`src/shared/spd_defines.svh`:
```
// Constants and rule summary for the serial protect decoder
// Operation
// - Frozen guard register never changes again
// - Freeze accepted only right after guard unlock
// - Opcode 10 without guard select reads memory
// - Opcode 00 address 11xxxx enables programming
// - Opcode 01 writes word if address unprotected
// - Opcode 00 address 01xxxx fills, only when cleared
// - Opcode 00 address 00xxxx disables programming
// - Opcode 10 with guard select reads boundary
// - Guard unlock arms exactly one guard operation
// - Guard erase clears the protect register
// - Guard set stores boundary, protects that word and all above
// - Opcode 00 address 000000 with pins is freeze
// - Upper two address bits are ignored
// - Guard unlock needs programming enabled first
// - Output off during lock and unlock frames
// - Input bits sampled on serial clock rise
// - Read gives dummy zero, then continuous words
// - Chip select fall after data starts programming
// - Output shows busy low, ready high
`ifndef SPD_DEFINES_SVH
`define SPD_DEFINES_SVH
// Opcode field values
`define SPD_OP_EXT 2'h0
`define SPD_OP_WRITE 2'h1
`define SPD_OP_READ 2'h2
`define SPD_OP_ERASE 2'h3
// Sub codes in the upper address bits of the extended opcode
`define SPD_SUB_LOCK 2'h0
`define SPD_SUB_FILL 2'h1
`define SPD_SUB_UNLOCK 2'h3
`define SPD_ADDR_ONES 6'h3F
`define SPD_ADDR_ZERO 6'h00
// Bit counts of the frame
`define SPD_HDR_LAST 5'h07
`define SPD_DATA_LAST 5'h0F
`define SPD_WORD_BITS 5'h10
`define SPD_BOUND_BITS 5'h06
// Reset values of the guard register
`define SPD_BOUND_RST 6'h3F
`define SPD_CLEARED_RST 1'h1
// Self-timed programming time
`define SPD_CLK_NS 10
`define SPD_PROG_NS 10000
`define SPD_PROG_CYC ((`SPD_PROG_NS + `SPD_CLK_NS - 1) / `SPD_CLK_NS)
`endif

```
`src/shared/spd_pkg.sv`:
```
// Types shared by the serial protect decoder modules
package spd_pkg;
  // Decoded instruction
  typedef enum logic [3:0] {
    I_NONE = 4'h0, I_READ = 4'h1, I_PUNLOCK = 4'h2, I_WRITE = 4'h3,
    I_FILL = 4'h4, I_LOCK = 4'h5, I_GREAD = 4'h6, I_GUNLOCK = 4'h7,
    I_GERASE = 4'h8, I_GSET = 4'h9, I_GFREEZE = 4'hA
  } spd_instr_t;
  // Frame phase
  typedef enum logic [2:0] {
    PH_IDLE = 3'h0, PH_HDR = 3'h1, PH_DATA = 3'h2, PH_OUT = 3'h3, PH_DONE = 3'h4
  } spd_phase_t;
  // Header after the start bit
  typedef struct packed {
    logic [1:0] op;
    logic [5:0] addr;
  } spd_hdr_t;
  // Programming command queued for the array
  typedef struct packed {
    logic fill;
    logic [3:0] addr;
    logic [15:0] data;
  } spd_cmd_t;
endpackage : spd_pkg

```
`src/hw/spd_buf.sv`:
```
// Two-entry command buffer with valid and ready on both sides
`timescale 1ns/1ps
`default_nettype none
module spd_buf #(
  parameter int W = 21
) (
  input wire logic clk_i,
  input wire logic rst_b_i,
  input wire logic in_valid_i,
  output logic in_ready_o,
  input wire logic [W-1:0] in_data_i,
  output logic out_valid_o,
  input wire logic out_ready_i,
  output logic [W-1:0] out_data_o
);
  // All state of the buffer
  typedef struct packed {
    logic [1:0][W-1:0] slot;
    logic wp;
    logic rp;
    logic [1:0] cnt;
  } spd_buf_st_t;
  spd_buf_st_t st, next_st;
  logic push;
  logic pop;

  // ==========================================
  // Flags and next state
  assign in_ready_o = st.cnt != 2'h2;
  assign out_valid_o = st.cnt != 2'h0;
  assign out_data_o = st.slot[st.rp];
  assign push = in_valid_i && in_ready_o;
  assign pop = out_valid_o && out_ready_i;

  // Pointer and count update
  always_comb begin
    next_st = st;
    if (push) begin
      next_st.slot[st.wp] = in_data_i;
      next_st.wp = ~st.wp;
    end
    if (pop) begin
      next_st.rp = ~st.rp;
    end
    next_st.cnt = st.cnt + {1'b0, push} - {1'b0, pop};
  end

  // State register
  always_ff @(posedge clk_i or negedge rst_b_i) begin
    if (!rst_b_i) begin
      st <= '0;
    end else begin
      st <= next_st;
    end
  end
endmodule : spd_buf
`default_nettype wire

```
`src/hw/spd_timer.sv`:
```
// Self-timed programming cycle counter
`timescale 1ns/1ps
`default_nettype none
`include "spd_defines.svh"
module spd_timer #(
  parameter int CYC = `SPD_PROG_CYC
) (
  input wire logic clk_i,
  input wire logic rst_b_i,
  input wire logic start_i,
  output logic busy_o
);
  localparam int CW = $clog2(CYC + 1);
  // All state of the timer
  typedef struct packed {
    logic busy;
    logic [CW-1:0] cnt;
  } spd_tmr_st_t;
  spd_tmr_st_t st, next_st;

  // ==========================================
  // Count down while busy
  always_comb begin
    next_st = st;
    if (st.busy) begin
      next_st.cnt = st.cnt - CW'(1);
      if (st.cnt == CW'(1)) begin
        next_st.busy = 1'b0;
      end
    end else if (start_i) begin
      next_st.busy = 1'b1;
      next_st.cnt = CW'(CYC);
    end
  end

  // State register
  always_ff @(posedge clk_i or negedge rst_b_i) begin
    if (!rst_b_i) begin
      st <= '0;
    end else begin
      st <= next_st;
    end
  end
  assign busy_o = st.busy;
endmodule : spd_timer
`default_nettype wire

```
`src/hw/spd_decoder.sv`:
```
// Serial command decoder, guard register and word array
`timescale 1ns/1ps
`default_nettype none
`include "spd_defines.svh"
module spd_decoder #(
  parameter int PROG_CYC = `SPD_PROG_CYC
) (
  input wire logic clk_i,
  input wire logic rst_b_i,
  input wire logic chip_select_i,
  input wire logic serial_clock_i,
  input wire logic serial_input_i,
  input wire logic guard_register_select_i,
  input wire logic program_allow_pin_i,
  output logic serial_output_o,
  output logic serial_output_en_o,
  output logic program_enabled_o,
  output logic guard_frozen_o,
  output logic guard_cleared_o,
  output logic [5:0] guard_boundary_o,
  output logic busy_o
);
  import spd_pkg::*;

  // ==========================================
  // State
  typedef struct packed {
    spd_phase_t phase;       // Frame phase
    logic sclk_q;            // Serial clock last cycle
    logic cs_q;              // Chip select last cycle
    logic [4:0] cnt;         // Bit counter in frame
    spd_hdr_t hdr;           // Opcode and address
    spd_instr_t instr;       // Instruction of this frame
    logic [15:0] data;       // Incoming data word
    logic loaded;            // Accepted word ready to program
    logic pend;              // Command waiting for buffer
    spd_cmd_t pcmd;          // That command
    logic status;            // Show ready or busy
    logic prog_en;           // Programming allowed
    logic armed;             // Guard unlock just before
    logic frozen;            // Guard register locked for good
    logic cleared;           // Guard register cleared
    logic [5:0] bound;       // First protected address
    logic [15:0] shreg;      // Output shifter
    logic [4:0] out_cnt;     // Bits left in shifter
    logic rd_mem;            // Output stream from array
    logic [3:0] rd_addr;     // Word now being read
    logic dout;              // Output pin level
    logic doe;               // Output pin enable
    logic [15:0][15:0] mem;  // Word array
  } spd_dec_st_t;
  spd_dec_st_t st, next_st;

  logic rise;          // Serial clock rising in frame
  logic cs_fall;       // Chip select falling
  logic hdr_end;       // Last header bit sampled now
  spd_hdr_t nh;        // Header including this bit
  spd_instr_t dec;     // Decoded instruction
  logic busy_any;      // Programming in flight
  logic push;          // Command enters buffer
  logic in_ready;      // Buffer has room
  logic out_valid;     // Buffer holds a command
  logic pop;           // Command starts programming
  logic t_busy;        // Self-timed cycle running
  spd_cmd_t bcmd;      // Command at buffer head

  // ==========================================
  // Helpers
  // Word protected by current boundary
  function automatic logic spd_prot(input logic [3:0] a, input logic [5:0] b, input logic clr);
    spd_prot = !clr && (a >= b[3:0]);
  endfunction : spd_prot

  // Header decode; guard select picks the guard register
  function automatic spd_instr_t spd_decode(input spd_hdr_t h, input logic pre);
    spd_instr_t r;
    r = I_NONE;
    unique case (h.op)
      `SPD_OP_READ: r = pre ? I_GREAD : I_READ;
      `SPD_OP_WRITE: r = pre ? I_GSET : I_WRITE;
      `SPD_OP_ERASE: r = (pre && h.addr == `SPD_ADDR_ONES) ? I_GERASE : I_NONE;
      `SPD_OP_EXT: begin
        if (pre && h.addr == `SPD_ADDR_ZERO) begin
          r = I_GFREEZE;
        end else if (h.addr[5:4] == `SPD_SUB_UNLOCK) begin
          r = pre ? I_GUNLOCK : I_PUNLOCK;
        end else if (!pre && h.addr[5:4] == `SPD_SUB_FILL) begin
          r = I_FILL;
        end else if (!pre && h.addr[5:4] == `SPD_SUB_LOCK) begin
          r = I_LOCK;
        end
      end
    endcase
    return r;
  endfunction : spd_decode

  // ==========================================
  // Edge detect and decode
  // sample on rise
  assign rise = chip_select_i && serial_clock_i && !st.sclk_q;
  assign cs_fall = st.cs_q && !chip_select_i;
  assign hdr_end = rise && st.phase == PH_HDR && st.cnt == `SPD_HDR_LAST;
  assign nh = {st.hdr[6:0], serial_input_i};
  assign dec = spd_decode(nh, guard_register_select_i);
  assign busy_any = st.pend || out_valid || t_busy;
  assign push = st.pend && in_ready;
  // Only one word programs at a time
  assign pop = out_valid && !t_busy;

  // ==========================================
  // Programming path
  spd_buf #(
    .W($bits(spd_cmd_t))
  ) u_buf (
    .clk_i(clk_i),
    .rst_b_i(rst_b_i),
    .in_valid_i(st.pend),
    .in_ready_o(in_ready),
    .in_data_i(st.pcmd),
    .out_valid_o(out_valid),
    .out_ready_i(!t_busy),
    .out_data_o(bcmd)
  );

  spd_timer #(
    .CYC(PROG_CYC)
  ) u_timer (
    .clk_i(clk_i),
    .rst_b_i(rst_b_i),
    .start_i(pop),
    .busy_o(t_busy)
  );

  // ==========================================
  // Next state
  always_comb begin
    next_st = st;
    next_st.sclk_q = serial_clock_i;
    next_st.cs_q = chip_select_i;
    // Array update when a cycle starts
    if (pop) begin
      if (bcmd.fill) begin
        for (int i = 0; i < 16; i++) begin
          next_st.mem[i] = bcmd.data;
        end
      end else begin
        next_st.mem[bcmd.addr] = bcmd.data;
      end
    end
    if (push) begin
      next_st.pend = 1'b0;
    end
    if (!chip_select_i) begin
      // Chip select low resets the frame
      next_st.phase = PH_IDLE;
      next_st.doe = 1'b0;
      next_st.dout = 1'b0;
      next_st.loaded = 1'b0;
      if (cs_fall && st.loaded) begin
        next_st.pend = 1'b1;
        next_st.pcmd = '{fill: st.instr == I_FILL, addr: st.hdr.addr[3:0], data: st.data};
        next_st.status = 1'b1;
      end
    end else begin
      if (st.phase == PH_IDLE) begin
        next_st.doe = st.status;
        next_st.dout = !busy_any;
      end
      if (rise) begin
        unique case (st.phase)
          PH_IDLE: begin
            // Leading zeros are skipped until the start bit
            if (serial_input_i) begin
              next_st.phase = PH_HDR;
              next_st.cnt = 5'h00;
              next_st.status = 1'b0;
              next_st.doe = 1'b0;
            end
          end
          PH_HDR: begin
            next_st.hdr = nh;
            next_st.cnt = st.cnt + 5'h01;
            if (st.cnt == `SPD_HDR_LAST) begin
              next_st.instr = dec;
              next_st.phase = PH_DONE;
              next_st.cnt = 5'h00;
              // Any finished header uses up the arm
              next_st.armed = 1'b0;
              unique case (dec)
                I_READ: begin
                  next_st.rd_addr = nh.addr[3:0];
                  next_st.shreg = st.mem[nh.addr[3:0]];
                  next_st.out_cnt = `SPD_WORD_BITS;
                  next_st.rd_mem = 1'b1;
                  next_st.doe = 1'b1;
                  next_st.dout = 1'b0;
                  next_st.phase = PH_OUT;
                end
                I_GREAD: begin
                  next_st.shreg = {st.bound, 10'h000};
                  next_st.out_cnt = `SPD_BOUND_BITS;
                  next_st.rd_mem = 1'b0;
                  next_st.doe = 1'b1;
                  next_st.dout = 1'b0;
                  next_st.phase = PH_OUT;
                end
                I_PUNLOCK: begin
                  if (program_allow_pin_i) begin
                    next_st.prog_en = 1'b1;
                  end
                end
                I_LOCK: begin
                  next_st.prog_en = 1'b0;
                end
                I_WRITE, I_FILL: begin
                  // fill only when cleared
                  // A second word while one still waits for the buffer is dropped
                  if (!(program_allow_pin_i && st.prog_en && !st.pend &&
                        (dec == I_FILL ? st.cleared : !spd_prot(nh.addr[3:0], st.bound, st.cleared)))) begin
                    next_st.instr = I_NONE;
                  end
                  next_st.phase = PH_DATA;
                end
                I_GUNLOCK: begin
                  next_st.armed = program_allow_pin_i && st.prog_en;
                end
                I_GERASE: begin
                  if (st.armed && program_allow_pin_i && !st.frozen) begin
                    next_st.cleared = 1'b1;
                    next_st.bound = `SPD_ADDR_ONES;
                  end
                end
                I_GSET: begin
                  if (st.armed && program_allow_pin_i && !st.frozen && st.cleared) begin
                    next_st.cleared = 1'b0;
                    next_st.bound = nh.addr;
                  end
                end
                I_GFREEZE: begin
                  if (st.armed && program_allow_pin_i) begin
                    next_st.frozen = 1'b1;
                  end
                end
                I_NONE: begin
                  next_st.doe = 1'b0;
                end
                default: begin
                  next_st.instr = I_NONE;
                end
              endcase
            end
          end
          PH_DATA: begin
            next_st.data = {st.data[14:0], serial_input_i};
            next_st.cnt = st.cnt + 5'h01;
            if (st.cnt == `SPD_DATA_LAST) begin
              next_st.phase = PH_DONE;
              next_st.loaded = st.instr != I_NONE;
            end
          end
          PH_OUT: begin
            if (st.out_cnt != 5'h00) begin
              next_st.dout = st.shreg[15];
              next_st.shreg = {st.shreg[14:0], 1'b0};
              next_st.out_cnt = st.out_cnt - 5'h01;
            end else if (st.rd_mem) begin
              next_st.rd_addr = st.rd_addr + 4'h1;
              next_st.dout = st.mem[st.rd_addr + 4'h1][15];
              next_st.shreg = {st.mem[st.rd_addr + 4'h1][14:0], 1'b0};
              next_st.out_cnt = `SPD_DATA_LAST;
            end else begin
              next_st.dout = 1'b0;
            end
          end
          PH_DONE: begin
            // Late clock edge after data cancels the write
            next_st.loaded = 1'b0;
            next_st.doe = 1'b0;
          end
          default: begin
            next_st.phase = PH_IDLE;
          end
        endcase
      end
    end
  end

  // ==========================================
  // State register
  always_ff @(posedge clk_i or negedge rst_b_i) begin
    if (!rst_b_i) begin
      st <= '0;
      st.bound <= `SPD_BOUND_RST;
      st.cleared <= `SPD_CLEARED_RST;
    end else begin
      st <= next_st;
    end
  end

  assign serial_output_o = st.dout;
  assign serial_output_en_o = st.doe;
  assign program_enabled_o = st.prog_en;
  assign guard_frozen_o = st.frozen;
  assign guard_cleared_o = st.cleared;
  assign guard_boundary_o = st.bound;
  assign busy_o = busy_any;
endmodule : spd_decoder
`default_nettype wire

```
`config.mk`:
```
export PLATFORM = sky130hd
export DESIGN_NAME = spd_decoder
export DESIGN_NICKNAME = d
export VERILOG_FILES = /design/src/shared/spd_pkg.sv /design/src/hw/spd_buf.sv /design/src/hw/spd_timer.sv /design/src/hw/spd_decoder.sv
export VERILOG_INCLUDE_DIRS = /design/src /design/src/shared
export SDC_FILE = /design/constraint.sdc
export NUM_CORES = 1
export LEC_CHECK = 0
export ABC_AREA = 1
export BUFFER_PORTS_ARGS = -buffer_cell sky130_fd_sc_hd__buf_2
export CAP_MARGIN = 20
export CORE_ASPECT_RATIO = 1.1
export CORE_MARGIN = 4
export CORE_UTILIZATION = 45
export DETAILED_ROUTE_END_ITERATION = 12
export GPL_TIMING_DRIVEN = 0
export PLACE_DENSITY_LB_ADDON = 0.15
export SYNTH_ARGS = -nofsm -noshare
export SYNTH_HDL_FRONTEND = slang
export SYNTH_HIERARCHICAL = 1
export SYNTH_SLANG_ARGS = --single-unit
```
`constraint.sdc`:
```
create_clock -name clk_i -period 5.6 [get_ports clk_i]
set_input_delay 0.28 -clock clk_i [delete_from_list [all_inputs] [get_ports clk_i]]
set_output_delay 0.28 -clock clk_i [all_outputs]
set_load 0.05 [all_outputs]
```
Word level (Yosys, flattened, before mapping):

Cells that the tools add are included.
W data, S select, Z words.

* register bits: 413
* bits of input ports: 7
* output and inout port bits: 12
* logic and storage cells: 247

* equality and inequality tests: 43
* $add $sub $neg: 6
* mux-type cells: 76
* bitwise logic cells: 3
* magnitude comparators: 8
* reductions and logical operators: 63

Operator list (number)
* $bwmux W256: 1
* $mux W256: 1
* $bmux W16 S4: 2
* $mux W21: 5
* $demux W16 S4: 1
* $mux W16: 3
* $pmux W22 S2: 1
* $bwmux W42: 1
* $pmux W21 S2: 1
* $mux W39: 1
* $mux W38: 1
* $mux W3: 10
* $mux W4: 7
* $mux W23: 1
* $mux W11: 2
* $mux W22: 1
* $demux W21 S1: 1
* $eq A4 B3 Y1 const B: 5
* $logic_and A1 B1 Y1: 19
* $mux W1: 18
* $reduce_and A6 Y1: 3
* $ne A2 B2 Y1 const B: 8
* $pmux W4 S4: 1
* $lt A4 B5 Y1 const B: 3
* 56 further kinds: 102

Logic depth before layout (Yosys ltp):

Gate-level depths: netlist of run 1.

* depth in word-level cells: 14
* mapped depth: 15
* gate-level depth less buffers: 15

By module:

The synthesis of run 1 kept the hierarchy.

By module, submodules not included
* spd_decoder: area an instance 19200.9 um^2, cells each 2615, instances 1
* spd_buf: area an instance 2218.4 um^2, cells each 285, instances 1
* spd_timer: area an instance 581.8 um^2, cells each 74, instances 1

Worst setup path before layout of run 1:

No wires, ideal clock.

* kind: reg-to-reg
* from: register st[258] (netlist name)
* to: register st[277] (netlist name)
* clock period less this slack: 1.928 ns
* path slack: 3.672 ns
* setup time: 0.065 ns
* stages on the path, launching flop included: 13
* required time: 5.535 ns
* arrival: 1.863 ns
* cells stage by stage: dfrtp_1 ha_1 buf_2 buf_2 clkbuf_1 o21ai_0 o211ai_1 nand3_1 nand3_1 nand2_1 nand2_1 nand2_1 nand2_1

==> flow_summary_export.csv, run 1 <==
group,metric,value,unit
sta,finalClockSkew,28.65,ps
synthesis,ys_seq_area_frac,0.4690,
synthesis,synth.top_cells.by_area,"dfrtp_1 (46%), nand2_1 (15%), o21ai_0 (11%)",
finish,fin_util,0.5123,
sta,drv_slew,0,
pwr,clock_power_share,0.457,
cts,cts_resized,0,
global_routing,antenna_found_initial,5,
routing,post-route-drc-count,0,
place,port_buffers,17,
die,start_util,0.4571,
pwr,p_switching,2.024,mW
die,die_h,239.9,µm
synthesis,ys.flop_type,"dfrtp_1",
cts,cts_max_level,2,
pwr,power.leakage,10.95,nW
sta,hold_viol,0,
finish,fillers,4884,
synthesis,ys_seq_elements,412,
sta,min_period,3563,ps
sta,fmax,0.2807,GHz
min_path,min_from,"guard_register_select_i",
synthesis,avgSynthCellArea,7.398,µm²
routing,via_per_inst,5.934,
pwr,vdd_drop_max,0.2504,mV
global_routing,gr-total-overflow,0,
synthesis,synth_warnings,6,
sta,maxSlewHeadroom,0.1771,
pwr,p_seq_frac,0.422,
worst_setup_path,critPathLaunchType,"register",
place,dp_hpwl,72300,µm
worst_setup_path,worstSetupEndpointType,"register",
global_routing,grt_pass1_wl,143900,µm
synthesis,yosys.area.top_type,"dfrtp_1",
global_routing,track_usage,0.3752,
worst_setup_path,startpoint,"st[258]",
finish,drive_gt1_frac,0.07069,
finish,fin_nets,3068,
synthesis,synth-edff-count,0,
min_path,hold_class,"in2reg",
cts,numCtsBuffers,47,
die,num_rows,84,
pwr,powerDensity,288.7,nW/µm²
finish,final_cell_mix,"nand2_1 (858), o21ai_0 (487), dfrtp_1 (405), nor2_1 (247), nand3_1 (192)",
cts,cts_tree,"done",
cts,cts.sinks,412,
cts,clkTransAtPathRegs,70,ps
sta,worst_pin_slew,1234,ps
routing,drtPass1Iterations,6,
pwr,switching_share,0.2843,
sta,rsz0062_at_grt,"no",
synthesis,synth_nets,2992,
die,die_w,218.8,µm
pwr,p_comb_frac,0.121,
synthesis,syn_inst,2974,
pwr,p_int,5.095,mW
die,die_area,52500,µm²
global_routing,grt_max_degree,128,
die,io_pins,19,
worst_setup_path,required,6140,ps
sta,period_share,0.6363,
synthesis,ys_types,45,
run_status,status,"finished clean",
run,timing.max_cap.violations,0,
cts,clockRootBuffer,"clkbuf_16",
routing,antenna_left,0,
pwr,power,7.120,mW
place,gp_congestion,1.092,
routing,wl_per_cell,26.46,µm
routing,drtIter0Drc,2650,
worst_setup_path,crit_type,"reg2reg",
routing,vias,22140,
cts,cts_max_path_buffers,3,
synthesis,yosysTopAreaCellShare,0.4606,
worst_setup_path,cp_max_fo,10,
routing,drt-total-wl,98740,µm
synthesis,netlist_area,22000,µm²
global_routing,grt_pass1_vias,21540,
die,coreArea,48140,µm²
cts,clock_latency,620,ps
finish,layout_commonest_cell,"nand2_1",
synthesis,synthArstFlopShare,1.000,
finish,area.growth.synth_to_final,12.08,%
sta,finalSetupViolations,0,
worst_setup_path,crit_arrival,4110,ps
worst_setup_path,reg2reg_from,"st[258]",
layout make-up:
class	count	area (µm²)	area share
sequential	412	10320	0.4184
multi-input combinational	2138	9943	0.4032
clock buffer	66	1379	0.05591
buffer	216	958.4	0.03887
tap	645	807.0	0.03273
inverter	208	780.7	0.03166
timing repair buffer	27	247.7	0.01005
clock inverter	17	220.2	0.008930
antenna	2	5.005	0.0002030
power by group through the flow:
| stage | Combinational, mW | Clock [mW] | Sequential, mW |
|---|---|---|---|
| 2_1_floorplan | 0.422 | 0 | 3.06 |
| 3_3_place_gp | 0.803 | 0 | 3.06 |
| 3_5_place_dp | 0.818 | 0 | 3.06 |
| 4_1_cts | 0.822 | 3.29 | 3.00 |
| 5_1_grt | 0.899 | 3.41 | 3.01 |
| 6_report | 0.861 | 3.25 | 3.01 |
registers in the layout, summed over array words and instances, names as in the netlist:
signal              flops
guard_boundary_o        6
guard_cleared_o         1
guard_frozen_o          1
nh                      7
program_enabled_o       1
serial_output_en_o      1
serial_output_o         1
st                    337
u_buf/st               46
u_timer/busy_o          1
u_timer/st             10
synth_stat cells (15+ instances only):
| library cell | number |
|---|---|
| o21ai_0 | 487 |
| buf_2 | 49 |
| nor2_1 | 247 |
| buf_4 | 15 |
| o211ai_1 | 80 |
| nand3_1 | 192 |
| nand2_1 | 858 |
| nor3_1 | 21 |
| dfrtp_1 | 405 |
| a21oi_1 | 86 |
| inv_2 | 15 |
| o21a_1 | 25 |
| nand4_1 | 54 |
| inv_1 | 191 |
| o21ai_1 | 25 |
| clkbuf_1 | 135 |
layer usage:
metal / routed length, µm / GRT usage
met5: 28 / 0
met4: 8260 / 0.2515
met3: 8697 / 0.08329
met2: 43920 / 0.5874
met1: 37830 / 0.4663
cells by family (layout without fill, tap and decap cells):
kind of cell,count (synthesis),in the layout,share of synthesized area
and+or+nand+nor,1398,1398,0.2638
AOI/OAI and AO/OA,724,724,0.1795
buffers and inverters,424,534,0.07905
DFF,412,412,0.4690
adders and majority gates,11,11,0.006256
xor gates and xnor gates,4,4,0.001934
muxes,1,1,0.0004550
other,0,2,0
metrics by stage:
step / hold WS [ps] / cells / setup slack, ps / instance area [µm²] / setup TNS [ps]
after floorplan: -15.59 / 2974 / 3672 / 22000 / 0
after global placement: 403.5 / 3636 / -4015 / 22890 / -1618530
after detailed placement: 405.3 / 3642 / 2239 / 23020 / 0
after CTS: 197.5 / 3729 / 2228 / 24650 / 0
after global routing: 259.2 / 3730 / 2104 / 24660 / 0
final: 225.5 / 3731 / 2037 / 24660 / 0
critical path, cell delays in order (launching register included):
cell,delay (ps)
dfrtp_1,480
ha_1,250
xnor2_1,790
inv_1,390
clkbuf_1,520
nand3_1,530
nand3_1,140
nand3_1,150
nand2_1,70
nand2_1,70
nand2_1,50
nand2_1,60
path summary, 6_finish.rpt:
check / end / depth (start not counted) / slack (ps)
setup reg to reg: st[273] / 11 / 2040
setup / recovery: st[273] / 11 / 2040
max in group asynchronous: u_buf/st[38] / 4 / 3830
min in group asynchronous: st[209] / 2 / 310
hold / removal: st[334] / 6 / 230
hold reg to reg: u_buf/st[35] / 2 / 470
timing repair:
action | CTS | global route
hold endpoints to repair | 116 | 0
buffers inserted | 0 | 0
hold buffers | 4 | 0
No activity file was read; power rests on OpenSTA's default activity.
==> inputs of run 2 (changes only) <==
Clock period 5.6 ns to 2.9 ns, I/O delays scaled along.
==> run 2 against run 1 <==
The flow now finishes with violations (setup timing). Global-route usage is essentially flat. Sequential share of layout area shrank 0.11 points. Utilization grew 0.14 points. Final cell count is essentially flat. Critical path depth shrank 1. Register-to-register slack lost 2100 ps. Power grew 93%. Flip-flop and latch count is the same. Clock power grew 93%. Clock-buffer cell count is the same. Setup slack lost 2100 ps.
==> flow_summary_export.csv, run 2 (synthesis gave the netlist of run 1 again) <==
group,metric,value,unit
run_status,status,"complete, but fails checks",
run_status,violations,"setup timing",
sta,worst_pin_slew,1174,ps
worst_setup_path,critPathBufInv,2,
routing,post-route-drc-count,0,
die,die_h,239.9,µm
finish,area.growth.synth_to_final,12.39,%
worst_setup_path,startpoint,"st[258]",
sta,period_share,1.026,
worst_setup_path,cp_max_fo,10,
die,start_util,0.4571,
cts,cts_max_path_buffers,3,
worst_setup_path,crit_top_cell,"nand2_1",
worst_setup_path,worst-r2r-setup-slack,-70,ps
routing,drtIter0Drc,2592,
worst_setup_path,critPathLaunchType,"register",
worst_setup_path,critPathSlowestCell,"clkbuf_1",
die,coreArea,48140,µm²
cts,clock_latency,620,ps
global_routing,antenna_found_initial,1,
cts,cts_tree,"done",
routing,via_per_inst,5.938,
die,num_rows,84,
finish,fin_util,0.5137,
routing,drt-total-wl,98350,µm
die,io_pins,19,
sta,finalClockSkew,27.06,ps
sta,fin_ws,-74.42,ps
routing,antenna_left,0,
die,die_w,218.8,µm
finish,fillers,4879,
sta,tns,-108.5,ps
sta,rsz0062_at_grt,"no",
finish,final_cell_mix,"nand2_1 (858), o21ai_0 (484), dfrtp_1 (405), nor2_1 (247)",
cts,cts_setup_buffers,0,
cts,numCtsBuffers,47,
global_routing,gr-total-overflow,0,
global_routing,grt_pass1_vias,21510,
pwr,powerDensity,555.7,nW/µm²
sta,drv_slew,0,
cts,cts.sinks,412,
worst_setup_path,required,3440,ps
run,timing.max_cap.violations,0,
global_routing,grt_max_degree,128,
sta,finalSetupViolations,2,
sta,maxSlewHeadroom,0.2176,
routing,drtPass1Iterations,6,
cts,cts_max_level,2,
worst_setup_path,crit_type,"reg2reg",
place,gp_congestion,1.092,
worst_setup_path,reg2reg_depth,10,
pwr,power.leakage,11.03,nW
worst_setup_path,cp_top_family,"buffers and inverters",
routing,wl_per_cell,26.37,µm
place,port_buffers,17,
worst_setup_path,slowest_delay,850,ps
finish,regMostFlops,"st",
worst_setup_path,worstSetupEndpointType,"register",
worst_setup_path,r2r-end,"st[271]",
sta,min_period,2974,ps
sta,hold_viol,0,
worst_setup_path,endpoint,"st[271]",
min_path,hold_class,"in2reg",
global_routing,grt_pass1_wl,143900,µm
finish,top_regs,"st (337), u_buf/st (46), u_timer/st (10)",
cts,clockRootBuffer,"clkbuf_16",
finish,layout_commonest_cell,"nand2_1",
cts,clkTransAtPathRegs,70,ps
finish,fin_nets,3068,
worst_setup_path,crit_chain,"buf_2 -> clkbuf_1 -> o21ai_0 -> nand3_1 -> nand3_1 -> nand3_1 -> nand2_1 -> nand2_1 -> nand2_1 -> nand2_1",
worst_setup_path,cp.depth,10,
place,dp_hpwl,72300,µm
die,die_area,52500,µm²
global_routing,track_usage,0.3751,
finish,largest_reg_flops,337,
worst_setup_path,reg2reg_from,"st[258]",
finish,drive_gt1_frac,0.07977,
sta,fmax,0.3362,GHz
pwr,vdd_drop_max,0.4835,mV
worst_setup_path,crit_arrival,3510,ps
routing,vias,22150,
==> run 2: power breakdown <==
group	internal, mW	switching (mW)
clock	3.68	2.60
sequential	5.78	0.0236
combinational	0.387	1.27
==> run 2: tightest hold or removal path, cell delays in order <==
cell and delay [ps]:
buf_4 140, o21ai_1 80, nand2_1 110, nor3_1 60
nand2_1 60, nand2_1 40
==> run 2: cell type report <==
type                    count  area, µm²  area share
clock buffers              66       1379     0.05576
plain buffers             216       1005     0.04063
inverters                 208      780.7     0.03157
multi-input cells        2138       9967      0.4031
diodes                      1      2.502   0.0001012
clock inverters            17      220.2    0.008906
repair buffers             27      247.7     0.01002
well taps                 645      807.0     0.03264
flip-flops and latches    412      10320      0.4173
==> run 2: worst min-delay path by stage <==
stage | from | depth (start not counted) | endpoint
2_1_floorplan | rst_b_i | 0 | guard_frozen_o
3_3_place_gp | serial_clock_i | 1 | st[352]
3_5_place_dp | serial_clock_i | 1 | st[352]
4_1_cts | guard_register_select_i | 6 | st[334]
5_1_grt | guard_register_select_i | 6 | st[334]
6_report | guard_register_select_i | 6 | st[334]
==> run 2: stage by stage <==
step | hold slack [ps] | std cells | total power [mW] | instance area [µm²] | setup slack, ps
final | 84.16 | 3730 | 13.74 | 24730 | -74.42
after global routing | 124.1 | 3729 | 14.13 | 24730 | 6.657
after CTS | 62.53 | 3729 | 13.75 | 24690 | 13.23
after detailed placement | 270.3 | 3642 | 7.485 | 23020 | -461.3
after global placement | 268.5 | 3636 | 7.457 | 22890 | -6580
after floorplan | -150.6 | 2974 | 6.719 | 22000 | 971.7
==> run 2: layer usage <==
layer,up-vias,GRT usage,part of all wire
met5,-,0,0
met4,0,0.2603,0.087
met3,381,0.08051,0.087
met2,1172,0.5836,0.44
met1,10670,0.4673,0.38
li1,9931,-,-
==> run 2: repair_timing <==
item,in CTS,in global routing
setup endpoints to repair,56,125
hold endpoints to repair,120,0
hold buffers,4,0
resized for setup,17,34
